File: config.mk
export PLATFORM = sky130hd
export DESIGN_NAME = dtp_top
export DESIGN_NICKNAME = d
export VERILOG_FILES = /design/src/dtp_pkg.sv /design/src/dtp_evt_if.sv /design/src/dtp_evt_in.sv /design/src/dtp_top.sv
export SDC_FILE = /design/constraint.sdc
export NUM_CORES = 1
export LEC_CHECK = 0
export ABC_CLOCK_PERIOD_IN_PS = 2400
export BUFFER_PORTS_ARGS = -buffer_cell sky130_fd_sc_hd__buf_2
export CELL_PAD_IN_SITES_DETAIL_PLACEMENT = 1
export CELL_PAD_IN_SITES_GLOBAL_PLACEMENT = 2
export CORE_UTILIZATION = 32
export DETAILED_ROUTE_END_ITERATION = 16
export PLACE_DENSITY_LB_ADDON = 0.2
export SETUP_SLACK_MARGIN = 0.4
export SLEW_MARGIN = 20
export SYNTH_ARGS = -nofsm -noshare
export SYNTH_HDL_FRONTEND = slang
export SYNTH_SLANG_ARGS = --single-unit
File: constraint.sdc
create_clock -name pclk -period 2.4 [get_ports pclk]
set_input_delay 0.12 -clock pclk [delete_from_list [all_inputs] [get_ports pclk]]
set_output_delay 0.12 -clock pclk [all_outputs]
set_load 0.005 [all_outputs]
File: src/dtp_pkg.sv
// Constants and types shared by the dead-time PWM waveform block
// Assumes one 50 MHz APB clock drives counter, sync and delay logic
package dtp_pkg;

    localparam int CNT_W = 12;
    localparam int ADDR_W = 8;
    localparam int DLY_W = 8;
    localparam int EVC_W = 4;
    localparam int IM_W = 4;

    ////////////////////////////////////////////////////////////////////////
    // Register byte offsets
    localparam logic [ADDR_W-1:0] OFS_CTRL = 8'h00;
    localparam logic [ADDR_W-1:0] OFS_EVA = 8'h04;
    localparam logic [ADDR_W-1:0] OFS_EVB = 8'h08;
    localparam logic [ADDR_W-1:0] OFS_INA = 8'h0C;
    localparam logic [ADDR_W-1:0] OFS_INB = 8'h10;
    localparam logic [ADDR_W-1:0] OFS_DLYCTL = 8'h14;
    localparam logic [ADDR_W-1:0] OFS_DELAY_VALUE = 8'h18;
    localparam logic [ADDR_W-1:0] OFS_ASET = 8'h1C;
    localparam logic [ADDR_W-1:0] OFS_ACLR = 8'h20;
    localparam logic [ADDR_W-1:0] OFS_BSET = 8'h24;
    localparam logic [ADDR_W-1:0] OFS_BCLR = 8'h28;
    localparam logic [ADDR_W-1:0] OFS_STATUS = 8'h2C;
    localparam logic [ADDR_W-1:0] OFS_CAPA = 8'h30;
    localparam logic [ADDR_W-1:0] OFS_CAPB = 8'h34;

    ////////////////////////////////////////////////////////////////////////
    // Field positions
    localparam int CTRL_EN = 0;
    localparam int CTRL_WG = 1;
    localparam int EV_TRIG = 0;
    localparam int EV_ACT = 1;
    localparam int EV_FILT = 2;
    localparam int EV_ASYNCHRONOUS_DETECT_BIT = 3;
    localparam int DLY_SEL = 0;
    localparam int DLY_TRIG = 2;
    localparam int DLY_PRESC = 4;
    localparam int ST_STATE = 0;
    localparam int ST_OUTA = 2;
    localparam int ST_OUTB = 3;
    localparam int ST_BLANK = 4;
    localparam int ST_CNT = 16;

    ////////////////////////////////////////////////////////////////////////
    // Encodings and reset values
    localparam logic [1:0] WG_ONE = 2'h0;
    localparam logic [1:0] WG_TWO = 2'h1;
    localparam logic [1:0] WG_FOUR = 2'h2;
    localparam logic [1:0] WG_DUAL = 2'h3;
    localparam logic [IM_W-1:0] IM_STOP_ALL = 4'h4;
    localparam logic [IM_W-1:0] IM_STOP_EDGE = 4'h9;
    localparam logic [1:0] DSEL_BLANK = 2'h1;
    localparam logic [1:0] DTRIG_SET_A = 2'h0;
    localparam logic [1:0] DTRIG_CLR_A = 2'h1;
    localparam logic [1:0] DTRIG_SET_B = 2'h2;
    localparam logic [1:0] DTRIG_CLR_B = 2'h3;
    localparam int FILT_LEN = 4;
    localparam logic [CNT_W-1:0] CMP_RST = 12'h000;
    localparam logic [DLY_W-1:0] DLY_RST = 8'h00;
    localparam logic [EVC_W-1:0] EVC_RST = 4'h0;
    localparam logic [IM_W-1:0] IM_RST = 4'h0;

    typedef enum logic [1:0] {ST_DTA, ST_OTA, ST_DTB, ST_OTB} dtp_state_t;

endpackage : dtp_pkg

File: src/dtp_evt_if.sv
// Carrier between the timer core and one event input conditioner
// Assumes the core drives raw event and its enables
`timescale 1ns/1ns
interface dtp_evt_if;
    logic raw;
    logic trig_en;
    logic filt_en;
    logic ev;
    modport src (output raw, output trig_en, output filt_en, input ev);
    modport cond (input raw, input trig_en, input filt_en, output ev);
endinterface : dtp_evt_if

File: src/dtp_evt_in.sv
// Event input conditioner: optional digital filter and sync stages
// Assumes raw event is synchronous to pclk
`timescale 1ns/1ns
module dtp_evt_in
    import dtp_pkg::*;
(
    input wire logic pclk,
    input wire logic presetn,
    dtp_evt_if.cond e
);

    logic [FILT_LEN-1:0] hist;
    logic filt;
    logic stage1;
    logic stage2;

    ////////////////////////////////////////////////////////////////////////
    // Filter: level changes after FILT_LEN equal samples
    always_ff @(posedge pclk or negedge presetn)
    begin
        if (!presetn)
            hist <= '0;
        else
            hist <= {hist[FILT_LEN-2:0], e.raw};
    end

    always_ff @(posedge pclk or negedge presetn)
    begin
        if (!presetn)
            filt <= 1'b0;
        else if (&hist)
            filt <= 1'b1;
        else if (~|hist)
            filt <= 1'b0;
    end

    ////////////////////////////////////////////////////////////////////////
    // Two sync stages before processing
    always_ff @(posedge pclk or negedge presetn)
    begin
        if (!presetn)
        begin
            stage1 <= 1'b0;
            stage2 <= 1'b0;
        end
        else
        begin
            stage1 <= e.filt_en ? filt : e.raw;
            stage2 <= stage1;
        end
    end

    assign e.ev = stage2 & e.trig_en;
endmodule : dtp_evt_in

File: src/dtp_top.sv
// Dead-time PWM waveform generator with two event inputs, APB slave
// Assumes event inputs synchronous to pclk; counter runs on pclk
`timescale 1ns/1ns
module dtp_top
    import dtp_pkg::*;
(
    input wire logic pclk,
    input wire logic presetn,
    input wire logic psel,
    input wire logic penable,
    input wire logic pwrite,
    input wire logic [ADDR_W-1:0] paddr,
    input wire logic [31:0] pwdata,
    output logic [31:0] prdata,
    output logic pready,
    output logic pslverr,
    input wire logic event_a,
    input wire logic event_b,
    output logic output_a,
    output logic output_b
);

    logic en;
    logic [1:0] wg;
    logic [EVC_W-1:0] evc [2];
    logic [IM_W-1:0] imode [2];
    logic [1:0] dsel;
    logic [1:0] dtrig;
    logic [1:0] dpresc;
    logic [DLY_W-1:0] delay_value;
    logic [CNT_W-1:0] aset;
    logic [CNT_W-1:0] aclr;
    logic [CNT_W-1:0] bset;
    logic [CNT_W-1:0] bclr;
    logic [CNT_W-1:0] cap [2];
    logic [CNT_W-1:0] cnt;
    logic [CNT_W-1:0] next_cnt;
    dtp_state_t state;
    dtp_state_t next_state;
    logic up;
    logic next_up;
    logic first;
    logic set_a;
    logic clr_a;
    logic set_b;
    logic clr_b;
    logic cyc_end;
    logic wa;
    logic wb;
    logic [1:0] wout;
    logic [1:0] raw;
    logic [1:0] ev;
    logic [1:0] ev_use;
    logic [1:0] ev_q;
    logic [1:0] ev_rise;
    logic [1:0] kill;
    logic [1:0] stop_sel;
    logic [1:0] asynchronous_detect_bit_hit;
    logic stop_all;
    logic blank;
    logic [DLY_W-1:0] dly_cnt;
    logic [2:0] pre_cnt;
    logic [2:0] pre_mask;
    logic dly_tick;
    logic dly_hit;
    logic [31:0] rd_val;
    logic rd_err;
    logic wr;

    ////////////////////////////////////////////////////////////////////////
    // APB slave: one wait-free access phase
    assign pready = psel & penable;
    assign wr = psel & penable & pwrite;

    always_ff @(posedge pclk or negedge presetn)
    begin
        if (!presetn)
        begin
            prdata <= 32'h0000_0000;
            pslverr <= 1'b0;
        end
        else if (psel && !penable)
        begin
            prdata <= pwrite ? 32'h0000_0000 : rd_val;
            pslverr <= rd_err;
        end
    end

    always_ff @(posedge pclk or negedge presetn)
    begin
        if (!presetn)
        begin
            en <= 1'b0;
            wg <= WG_ONE;
            evc <= '{EVC_RST, EVC_RST};
            imode <= '{IM_RST, IM_RST};
            dsel <= 2'h0;
            dtrig <= 2'h0;
            dpresc <= 2'h0;
            delay_value <= DLY_RST;
            aset <= CMP_RST;
            aclr <= CMP_RST;
            bset <= CMP_RST;
            bclr <= CMP_RST;
        end
        else if (wr)
        begin
            case (paddr)
                OFS_CTRL:
                begin
                    en <= pwdata[CTRL_EN];
                    if (!en)
                        wg <= pwdata[CTRL_WG+:2];
                end
                OFS_EVA: evc[0] <= pwdata[EVC_W-1:0];
                OFS_EVB: evc[1] <= pwdata[EVC_W-1:0];
                OFS_INA: imode[0] <= pwdata[IM_W-1:0];
                OFS_INB: imode[1] <= pwdata[IM_W-1:0];
                OFS_DLYCTL:
                begin
                    dsel <= pwdata[DLY_SEL+:2];
                    dtrig <= pwdata[DLY_TRIG+:2];
                    dpresc <= pwdata[DLY_PRESC+:2];
                end
                OFS_DELAY_VALUE: delay_value <= pwdata[DLY_W-1:0];
                OFS_ASET: aset <= pwdata[CNT_W-1:0];
                OFS_ACLR: aclr <= pwdata[CNT_W-1:0];
                OFS_BSET: bset <= pwdata[CNT_W-1:0];
                OFS_BCLR: bclr <= pwdata[CNT_W-1:0];
                default:
                begin
                end
            endcase
        end
    end

    always_comb
    begin
        rd_val = 32'h0000_0000;
        rd_err = 1'b0;
        case (paddr)
            OFS_CTRL:
            begin
                rd_val[CTRL_EN] = en;
                rd_val[CTRL_WG+:2] = wg;
            end
            OFS_EVA: rd_val[EVC_W-1:0] = evc[0];
            OFS_EVB: rd_val[EVC_W-1:0] = evc[1];
            OFS_INA: rd_val[IM_W-1:0] = imode[0];
            OFS_INB: rd_val[IM_W-1:0] = imode[1];
            OFS_DLYCTL:
            begin
                rd_val[DLY_SEL+:2] = dsel;
                rd_val[DLY_TRIG+:2] = dtrig;
                rd_val[DLY_PRESC+:2] = dpresc;
            end
            OFS_DELAY_VALUE: rd_val[DLY_W-1:0] = delay_value;
            OFS_ASET: rd_val[CNT_W-1:0] = aset;
            OFS_ACLR: rd_val[CNT_W-1:0] = aclr;
            OFS_BSET: rd_val[CNT_W-1:0] = bset;
            OFS_BCLR: rd_val[CNT_W-1:0] = bclr;
            OFS_STATUS:
            begin
                rd_val[ST_STATE+:2] = state;
                rd_val[ST_OUTA] = output_a;
                rd_val[ST_OUTB] = output_b;
                rd_val[ST_BLANK] = blank;
                rd_val[ST_CNT+:CNT_W] = cnt;
            end
            OFS_CAPA: rd_val[CNT_W-1:0] = cap[0];
            OFS_CAPB: rd_val[CNT_W-1:0] = cap[1];
            default: rd_err = 1'b1;
        endcase
    end

    ////////////////////////////////////////////////////////////////////////
    // Compare matches and counting pattern per mode
    always_comb
    begin
        next_cnt = cnt + 12'h001;
        next_up = up;
        set_a = 1'b0;
        clr_a = 1'b0;
        set_b = 1'b0;
        clr_b = 1'b0;
        cyc_end = 1'b0;
        unique case (wg)
            WG_ONE:
            begin
                set_a = cnt == aset;
                clr_a = cnt == aclr && aclr >= aset;
                set_b = cnt == bset;
                clr_b = cnt == bclr;
                cyc_end = clr_b;
                if (clr_b)
                    next_cnt = CMP_RST;
            end
            WG_TWO:
            begin
                if (state == ST_DTA || state == ST_OTA)
                begin
                    set_a = state == ST_DTA && cnt == aset;
                    clr_a = cnt == aclr;
                end
                else
                begin
                    set_b = state == ST_DTB && cnt == bset;
                    clr_b = cnt == bclr;
                end
                cyc_end = clr_b;
                if (clr_a || clr_b)
                    next_cnt = CMP_RST;
            end
            WG_FOUR:
            begin
                unique case (state)
                    ST_DTA: set_a = cnt == aset;
                    ST_OTA: clr_a = cnt == aclr;
                    ST_DTB: set_b = cnt == bset;
                    ST_OTB: clr_b = cnt == bclr;
                endcase
                cyc_end = clr_b;
                if (set_a || clr_a || set_b || clr_b)
                    next_cnt = CMP_RST;
            end
            WG_DUAL:
            begin
                if (up)
                begin
                    set_a = cnt == aset && !first;
                    clr_b = cnt == bset;
                    if (cnt == bclr)
                    begin
                        next_up = 1'b0;
                        next_cnt = cnt;
                        cyc_end = 1'b1;
                    end
                end
                else
                begin
                    clr_a = cnt == aset;
                    set_b = cnt == bset;
                    next_cnt = cnt - 12'h001;
                    if (cnt == CMP_RST)
                    begin
                        next_up = 1'b1;
                        next_cnt = cnt;
                    end
                end
            end
        endcase
    end

    always_comb
    begin
        next_state = state;
        if (set_a)
            next_state = ST_OTA;
        if (clr_a)
            next_state = ST_DTB;
        if (set_b)
            next_state = ST_OTB;
        if (clr_b)
            next_state = ST_DTA;
    end

    always_ff @(posedge pclk or negedge presetn)
    begin
        if (!presetn)
        begin
            cnt <= CMP_RST;
            state <= ST_DTA;
            up <= 1'b0;
            first <= 1'b1;
        end
        else if (!en)
        begin
            cnt <= (wg == WG_DUAL) ? bclr : CMP_RST;
            state <= ST_DTA;
            up <= 1'b0;
            first <= 1'b1;
        end
        else
        begin
            cnt <= next_cnt;
            state <= next_state;
            up <= next_up;
            if (cyc_end)
                first <= 1'b0;
        end
    end

    ////////////////////////////////////////////////////////////////////////
    // Waveform outputs, clear wins over set
    always_ff @(posedge pclk or negedge presetn)
    begin
        if (!presetn)
        begin
            wa <= 1'b0;
            wb <= 1'b0;
        end
        else if (!en)
        begin
            wa <= 1'b0;
            wb <= 1'b0;
        end
        else
        begin
            if (clr_a)
                wa <= 1'b0;
            else if (set_a)
                wa <= 1'b1;
            if (clr_b)
                wb <= 1'b0;
            else if (set_b)
                wb <= 1'b1;
        end
    end

    ////////////////////////////////////////////////////////////////////////
    // Event inputs
    dtp_evt_if ev_a_if ();
    dtp_evt_if ev_b_if ();

    assign raw = {event_b, event_a};
    assign ev_a_if.raw = event_a;
    assign ev_b_if.raw = event_b;
    assign ev_a_if.trig_en = evc[0][EV_TRIG];
    assign ev_b_if.trig_en = evc[1][EV_TRIG];
    assign ev_a_if.filt_en = evc[0][EV_FILT];
    assign ev_b_if.filt_en = evc[1][EV_FILT];
    assign ev = {ev_b_if.ev, ev_a_if.ev};

    dtp_evt_in u_evt_a (
        .pclk(pclk),
        .presetn(presetn),
        .e(ev_a_if.cond)
    );

    dtp_evt_in u_evt_b (
        .pclk(pclk),
        .presetn(presetn),
        .e(ev_b_if.cond)
    );

    assign ev_use = ev & {1'b1, ~blank};
    assign ev_rise = ev_use & ~ev_q;
    assign wout = {wb, wa};

    always_ff @(posedge pclk or negedge presetn)
    begin
        if (!presetn)
            ev_q <= 2'b00;
        else
            ev_q <= ev_use;
    end

    // Reaction per input; reserved codes take no action
    always_comb
    begin
        for (int i = 0; i < 2; i++)
        begin
            stop_sel[i] = imode[i] == IM_STOP_ALL;
            asynchronous_detect_bit_hit[i] = raw[i] & evc[i][EV_TRIG] & evc[i][EV_ASYNCHRONOUS_DETECT_BIT]
                & ~evc[i][EV_FILT] & stop_sel[i];
        end
        asynchronous_detect_bit_hit[0] = asynchronous_detect_bit_hit[0] & ~blank;
    end

    assign stop_all = |(ev_use & stop_sel) | |asynchronous_detect_bit_hit;

    always_ff @(posedge pclk or negedge presetn)
    begin
        if (!presetn)
            kill <= 2'b00;
        else
        begin
            for (int i = 0; i < 2; i++)
            begin
                if (ev_rise[i] && imode[i] == IM_STOP_EDGE && wout[i])
                    kill[i] <= 1'b1;
                else if (!wout[i])
                    kill[i] <= 1'b0;
            end
        end
    end

    assign output_a = wa & ~stop_all & ~kill[0];
    assign output_b = wb & ~stop_all & ~kill[1];

    // Capture of counter on event edge
    always_ff @(posedge pclk or negedge presetn)
    begin
        if (!presetn)
            cap <= '{CMP_RST, CMP_RST};
        else
        begin
            for (int i = 0; i < 2; i++)
            begin
                if (ev_rise[i] && evc[i][EV_ACT])
                    cap[i] <= cnt;
            end
        end
    end

    ////////////////////////////////////////////////////////////////////////
    // Input A blanking on the shared delay logic
    always_comb
    begin
        unique case (dpresc)
            2'h0: pre_mask = 3'h0;
            2'h1: pre_mask = 3'h1;
            2'h2: pre_mask = 3'h3;
            2'h3: pre_mask = 3'h7;
        endcase
        unique case (dtrig)
            DTRIG_SET_A: dly_hit = set_a;
            DTRIG_CLR_A: dly_hit = clr_a;
            DTRIG_SET_B: dly_hit = set_b;
            DTRIG_CLR_B: dly_hit = clr_b;
        endcase
    end

    assign dly_tick = (pre_cnt & pre_mask) == pre_mask;

    always_ff @(posedge pclk or negedge presetn)
    begin
        if (!presetn)
        begin
            blank <= 1'b0;
            dly_cnt <= DLY_RST;
            pre_cnt <= 3'h0;
        end
        else if (en && dsel == DSEL_BLANK && dly_hit && delay_value != DLY_RST)
        begin
            blank <= 1'b1;
            dly_cnt <= DLY_RST;
            pre_cnt <= 3'h0;
        end
        else if (!en || dsel != DSEL_BLANK)
            blank <= 1'b0;
        else if (blank)
        begin
            pre_cnt <= pre_cnt + 3'h1;
            if (dly_tick)
            begin
                if (dly_cnt + 8'h01 == delay_value)
                    blank <= 1'b0;
                else
                    dly_cnt <= dly_cnt + 8'h01;
            end
        end
    end
endmodule : dtp_top

# Yosys cells after proc, flatten, opt, wreduce, memory -nomap -nowiden
# Index checks and enable logic that the tools add are counted.
# op_classes
n_addsub	4
n_lt_le_gt_ge	1
n_eq_ne	50
muxes	86
bitwise	30
reduce_logical	54
# op_table
cell	n
two-way mux 12 bit	9
two-way mux 1 bit	49
equality test 12 bit	4
equality test 8 x 6 -> 1 bit (second input constant)	6
one-hot mux 12 bit (4 select lines)	1
one-hot mux 3 bit (14 select lines)	1
two-way mux 8 bit	5
equality test 8 x 5 -> 1 bit (second input constant)	4
two-way mux 28 bit	1
AND reduction 2 bit	13
one-hot mux 1 bit (4 select lines)	6
one-hot mux 4 bit (6 select lines)	1
bitwise AND 1 bit	17
equality test 2 bit (second input constant)	8
equality test 8 x 4 -> 1 bit (second input constant)	2
logical AND 1 bit	14
inequality test 2 x 1 -> 1 bit (second input constant)	7
one-hot mux 2 bit (7 select lines)	1
OR reduction 14 bit	1
one-hot mux 1 bit (13 select lines)	1
adder 12 x 1 -> 12 bit (second input constant)	1
greater-or-equal comparator 12 bit	1
zero test 12 bit	1
one-hot mux 3 bit (4 select lines)	1
32 further kinds	70
# word_totals
regBits	186
in_bits	47
wordCells	263

# Logic depth before layout (Yosys ltp)
# depth
word_depth	12
ltp_mapped	11
ltp_nobuf	9

# Cells and area by module
# Synthesis repeated with hierarchy kept, for this count alone.
# hier_totals
cells_unflattened	949
area_unflattened_um2	9982.1
# by_module_without_submodules
mod	instances	cells_per_inst	area_per_inst_um2
dtp_top	1	925	9544.2
dtp_evt_in	2	12	219.0

# Least setup slack after synthesis
# No wires, ideal clock.
# synth_path
kind	reg-to-reg
start	register cnt[5]
end	register cnt[3]
t_arrival_ns	2.287
path_slack_ns	0.028
stages_incl_launch_ff	10
period_less_slack_ns	2.372
path_cell_list	dfrtp_1 > buf_6 > or4_4 > or4_4 > nor2_8 > or2_2 > buf_6 > a22oi_2 > a21boi_1 > o22ai_1
# synth_via
elab_chain_cells	9
word_cells_on_any_way	29
# synth_rtl
element	line	rtl
start, declared	dtp_top.sv:36	logic [CNT_W-1:0] cnt;
start signal, assigned	dtp_top.sv:278	cnt <= (wg == WG_DUAL) ? bclr : CMP_RST;
start signal, assigned	dtp_top.sv:285	cnt <= next_cnt;
equality test 12 bit (on tied branches)	dtp_top.sv:217, dtp_top.sv:203, dtp_top.sv:218	
two-way mux 1 bit	dtp_top.sv:216	unique case (state)
two-way mux 1 bit	dtp_top.sv:187	unique case (wg)
logical OR 1 bit (3 in series)	dtp_top.sv:223	if (set_a || clr_a || set_b || clr_b)
two-way mux 12 bit	dtp_top.sv:223	
one-hot mux 12 bit (4 select lines)	dtp_top.sv:187	
two-way mux 12 bit	dtp_top.sv:276	else if (!en)
# Several ways; a longest one is shown, not always the timed one. The select of a mux whose other input is x is not followed.
# A chain may end at the register's enable or synchronous reset.

# Worst setup path in the final report
# layout_path
start	register cnt[9]
end	register cnt[11]
# layout_via
elab_chain_cells	9
word_cells_on_any_way	34
# layout_rtl
element
branches (longest 9 deep; another with subtractor 12 x 1 -> 12 bit)
# Several ways; the timed one is not identified. The select of a mux whose other input is x is not followed.

==> results.sh <==
export IMPL_status="complete, but fails checks"
export IMPL_violations="setup timing"
export IMPL_intPower_mw=5.214
export IMPL_area_growth_pct=31.61
export IMPL_holdWs_ns=0.04148
export IMPL_synth_edf_count=0
export IMPL_worst_slew_pin_transition_ns=1.008
export IMPL_rsz0062_at_grt="true"
export IMPL_track_usage_pct=24.04
export IMPL_start_kind="register"
export IMPL_yosys_most_used_dff="dfrtp_1"
export IMPL_clock_sinks=178
export IMPL_drv_slew=0
export IMPL_synth_top_area_share_pct=44.90
export IMPL_initial_core_util_pct=32.93
export IMPL_instances_no_fill=1556
export IMPL_place_gp_congestion=0.8328
export IMPL_dieHeight_um=177.6
export IMPL_crit_path_top_delay_cell="or4_4"
export IMPL_clkPwrFrac_pct=42.2
export IMPL_r2r_setup_slack_ns=-0.1
export IMPL_synth_seq_cells=178
export IMPL_total_power_mw=7.221
export IMPL_die_area_sq_um=31530
export IMPL_synth_most_common_cell="dfrtp_1"
export IMPL_cts_root_buf="clkbuf_16"
export IMPL_ys_async_sr_fraction_pct=100.0
export IMPL_r2r_cells=9
export IMPL_synth_common_cells="dfrtp_1 (177), mux2_2 (97), nand2_1 (74)"
export IMPL_switching_share_pct=27.80
export IMPL_cp_cell_sequence="buf_12 > or4_4 > or4_4 > nor2_8 > buf_4 > o21ai_4 > a31oi_1 > o21ai_1 > nand3_1"
export IMPL_drtIter0Drc=460
export IMPL_power_leakage_nw=6.059
export IMPL_dp_cells=1490
export IMPL_fin_skew_ns=0.01932
export IMPL_placementRows=63
export IMPL_period_share_pct=104.1
export IMPL_ant_nets=0
export IMPL_grt_pass1_vias=8951
export IMPL_grt_start_max_net_pins=70
export IMPL_critPathMaxStageDelay_ns=0.54
export IMPL_core_area_sq_um=29950
export IMPL_dp_slack_ns=-0.1854
export IMPL_portBuffers=54
export IMPL_drive_above_1_share_pct=38.42
export IMPL_die_w_um=177.6
export IMPL_drv_cap=0
export IMPL_finalSetupTns_ns=-1.403
export IMPL_setup_viol=24
export IMPL_power_density_nw_per_um2=556.2
export IMPL_drc=0
export IMPL_htree_levels=4
export IMPL_grt_ovfl_total=0
export IMPL_syn_area_sq_um=9864
export IMPL_comb_power_share_pct=15.0
export IMPL_worst_ep_required_time_ns=2.78
export IMPL_avgSynthCellArea_sq_um=10.43
export IMPL_synth_warning_count=0
export IMPL_crit_top_cell="or4_4"
export IMPL_ys_seq_area_share_pct=45.17
export IMPL_via_count=8516
export IMPL_final_setup_worst_slack_ns=-0.09932
export IMPL_antennaDiodeCount=0
export IMPL_cp_arrival_ns=2.88
export IMPL_min_period_ns=2.499
export IMPL_antenna_found_initial=1
export IMPL_yosysTopAreaCell="dfrtp_1"
export IMPL_worstSkewPairLatency_ns=0.46
export IMPL_slew_headroom_pct=32.79
export IMPL_fin_nets=1217
export IMPL_wl_per_cell_um=23.40
export IMPL_tritoncts="done"
export IMPL_cp_max_fo=8
export IMPL_end_kind="register"
export IMPL_p_switching_mw=2.007
export IMPL_hold_violations=0
export IMPL_place_hpwl_um=27150
export IMPL_criticalPathCategory="register to register"
export IMPL_synthDistinctLibCells=77
export IMPL_synth_area_leaders="dfrtp_1 (45%), mux2_2 (11%), xnor2_1 (3.6%), a22oi_1 (2.8%), nand2_1 (2.8%)"
export IMPL_seq_power_share_pct=42.8
export IMPL_holdCritPathClass="input pin to register"
export IMPL_clockBufferDepth=2
export IMPL_dr_pass1_iters=5
export IMPL_cts_made_buffers=17
export IMPL_hold_depth=2
export IMPL_fmax_mhz=400.1
export IMPL_synth_cells=946
export IMPL_grt_pass1_wl_um=55600
export IMPL_ir_drop_v=0.0009414
export IMPL_clk_pin_slew_ns=0.08
export IMPL_fillers=3341
export IMPL_wl_um=36420
export IMPL_via_per_inst=5.473
export IMPL_io_pins=83
[state kept, by name, summed over array words and instances (netlist names), 3 cells and up]
register and cells:
bclr 12, prdata 24, evc 4, aclr 12, imode 8, aset 12, u_evt_a.hist 4, pre_cnt 3
cnt 12, delay_value 8, cap 24, dly_cnt 8, bset 12, u_evt_b.hist 4
[critical path, delay by kind of cell, from the launching register on]
family                 cells  cell delay (ns)
buffers and inverters      2             0.29
AO/OA/AOI/OAI              3             0.39
AND/OR/NAND/NOR            4             1.34
flip-flops                 1             0.40
[per-stage QoR]
step | util (%) | area (sq um)
2_1_floorplan | - | 10050
3_3_place_gp | 39.11 | 11720
3_5_place_dp | 39.11 | 11720
4_1_cts | 42.44 | 12710
5_1_grt | 43.34 | 12980
6_report | 43.34 | 12980
[placed cells by master (no fill, tap or decap), types with 27 or more instances in the layout]
master,synthesis,routed
a21oi_1,32,29
buf_4,15,167
nor2_1,55,54
a22oi_1,37,37
nand2_1,74,74
nand3_1,29,28
inv_1,27,27
buf_2,6,53
xor2_1,29,28
mux2_2,97,97
dfrtp_1,177,165
xnor2_1,41,29
[layout make-up]
class	count	area (sq um)	share of cell area, %
Multi-Input combinational cell	685	5443	41.92
Timing Repair Buffer	244	1862	14.34
Clock buffer	18	429.2	3.306
Inverter	27	101.3	0.7806
Sequential cell	178	4471	34.44
Tap cell	390	488.0	3.759
Clock inverter	14	188.9	1.455
[cell families after synthesis]
| group | synth area share, % |
|---|---|
| and+or+nand+nor | 13.01 |
| AOI/OAI and AO/OA | 17.28 |
| DFF | 45.17 |
| muxes | 11.91 |
| buffers and inverters | 4.224 |
| xor gates and xnor gates | 6.215 |
| adders and majority gates | 2.156 |
| other | 0.03802 |
[path summary, 6_finish.rpt]
kind                                     startpoint                        to
setup / recovery                 cnt[9]$_DFFE_PN0P_       cnt[11]$_DFFE_PN0P_
hold / removal                            pwdata[4]       bset[4]$_DFFE_PN0P_
setup reg to reg                 cnt[9]$_DFFE_PN0P_       cnt[11]$_DFFE_PN0P_
hold reg to reg            u_evt_b.stage1$_DFF_PN0_  u_evt_b.stage2$_DFF_PN0_
max in group asynchronous                   presetn      imode[5]$_DFFE_PN0P_
min in group asynchronous                   presetn    prdata[25]$_DFFE_PN0P_
[layer usage]
| metal | global-route usage (%) | vias to the layer above | part of all wire (%) |
|---|---|---|---|
| met1 | 32.29 | 4411 | 46 |
| met2 | 39.47 | 151 | 49 |
| met5 | 0 | - | 0 |
| met3 | 4.092 | 40 | 3.5 |
| li1 | - | 3914 | - |
| met4 | 7.051 | 0 | 2.2 |
[power groups by stage]
stage | registers [mW] | clock network (mW) | logic (mW)
global route | 3.10 | 3.23 | 1.17
global placement | 3.15 | 0 | 0.916
CTS | 3.09 | 3.12 | 1.01
floorplan | 3.13 | 0 | 0.497
finish | 3.09 | 3.05 | 1.08
detailed placement | 3.15 | 0 | 0.921
[timing repair]
item                                    CTS  global route
hold buffers                             11             0
buffers inserted                         11            11
gates cloned                              0             1
pin swaps                                18            13
resized for setup                        40            27
endpoints found under the hold margin    98             0
endpoints found under the setup margin   32            32
No activity file was read; power rests on OpenSTA's default activity.
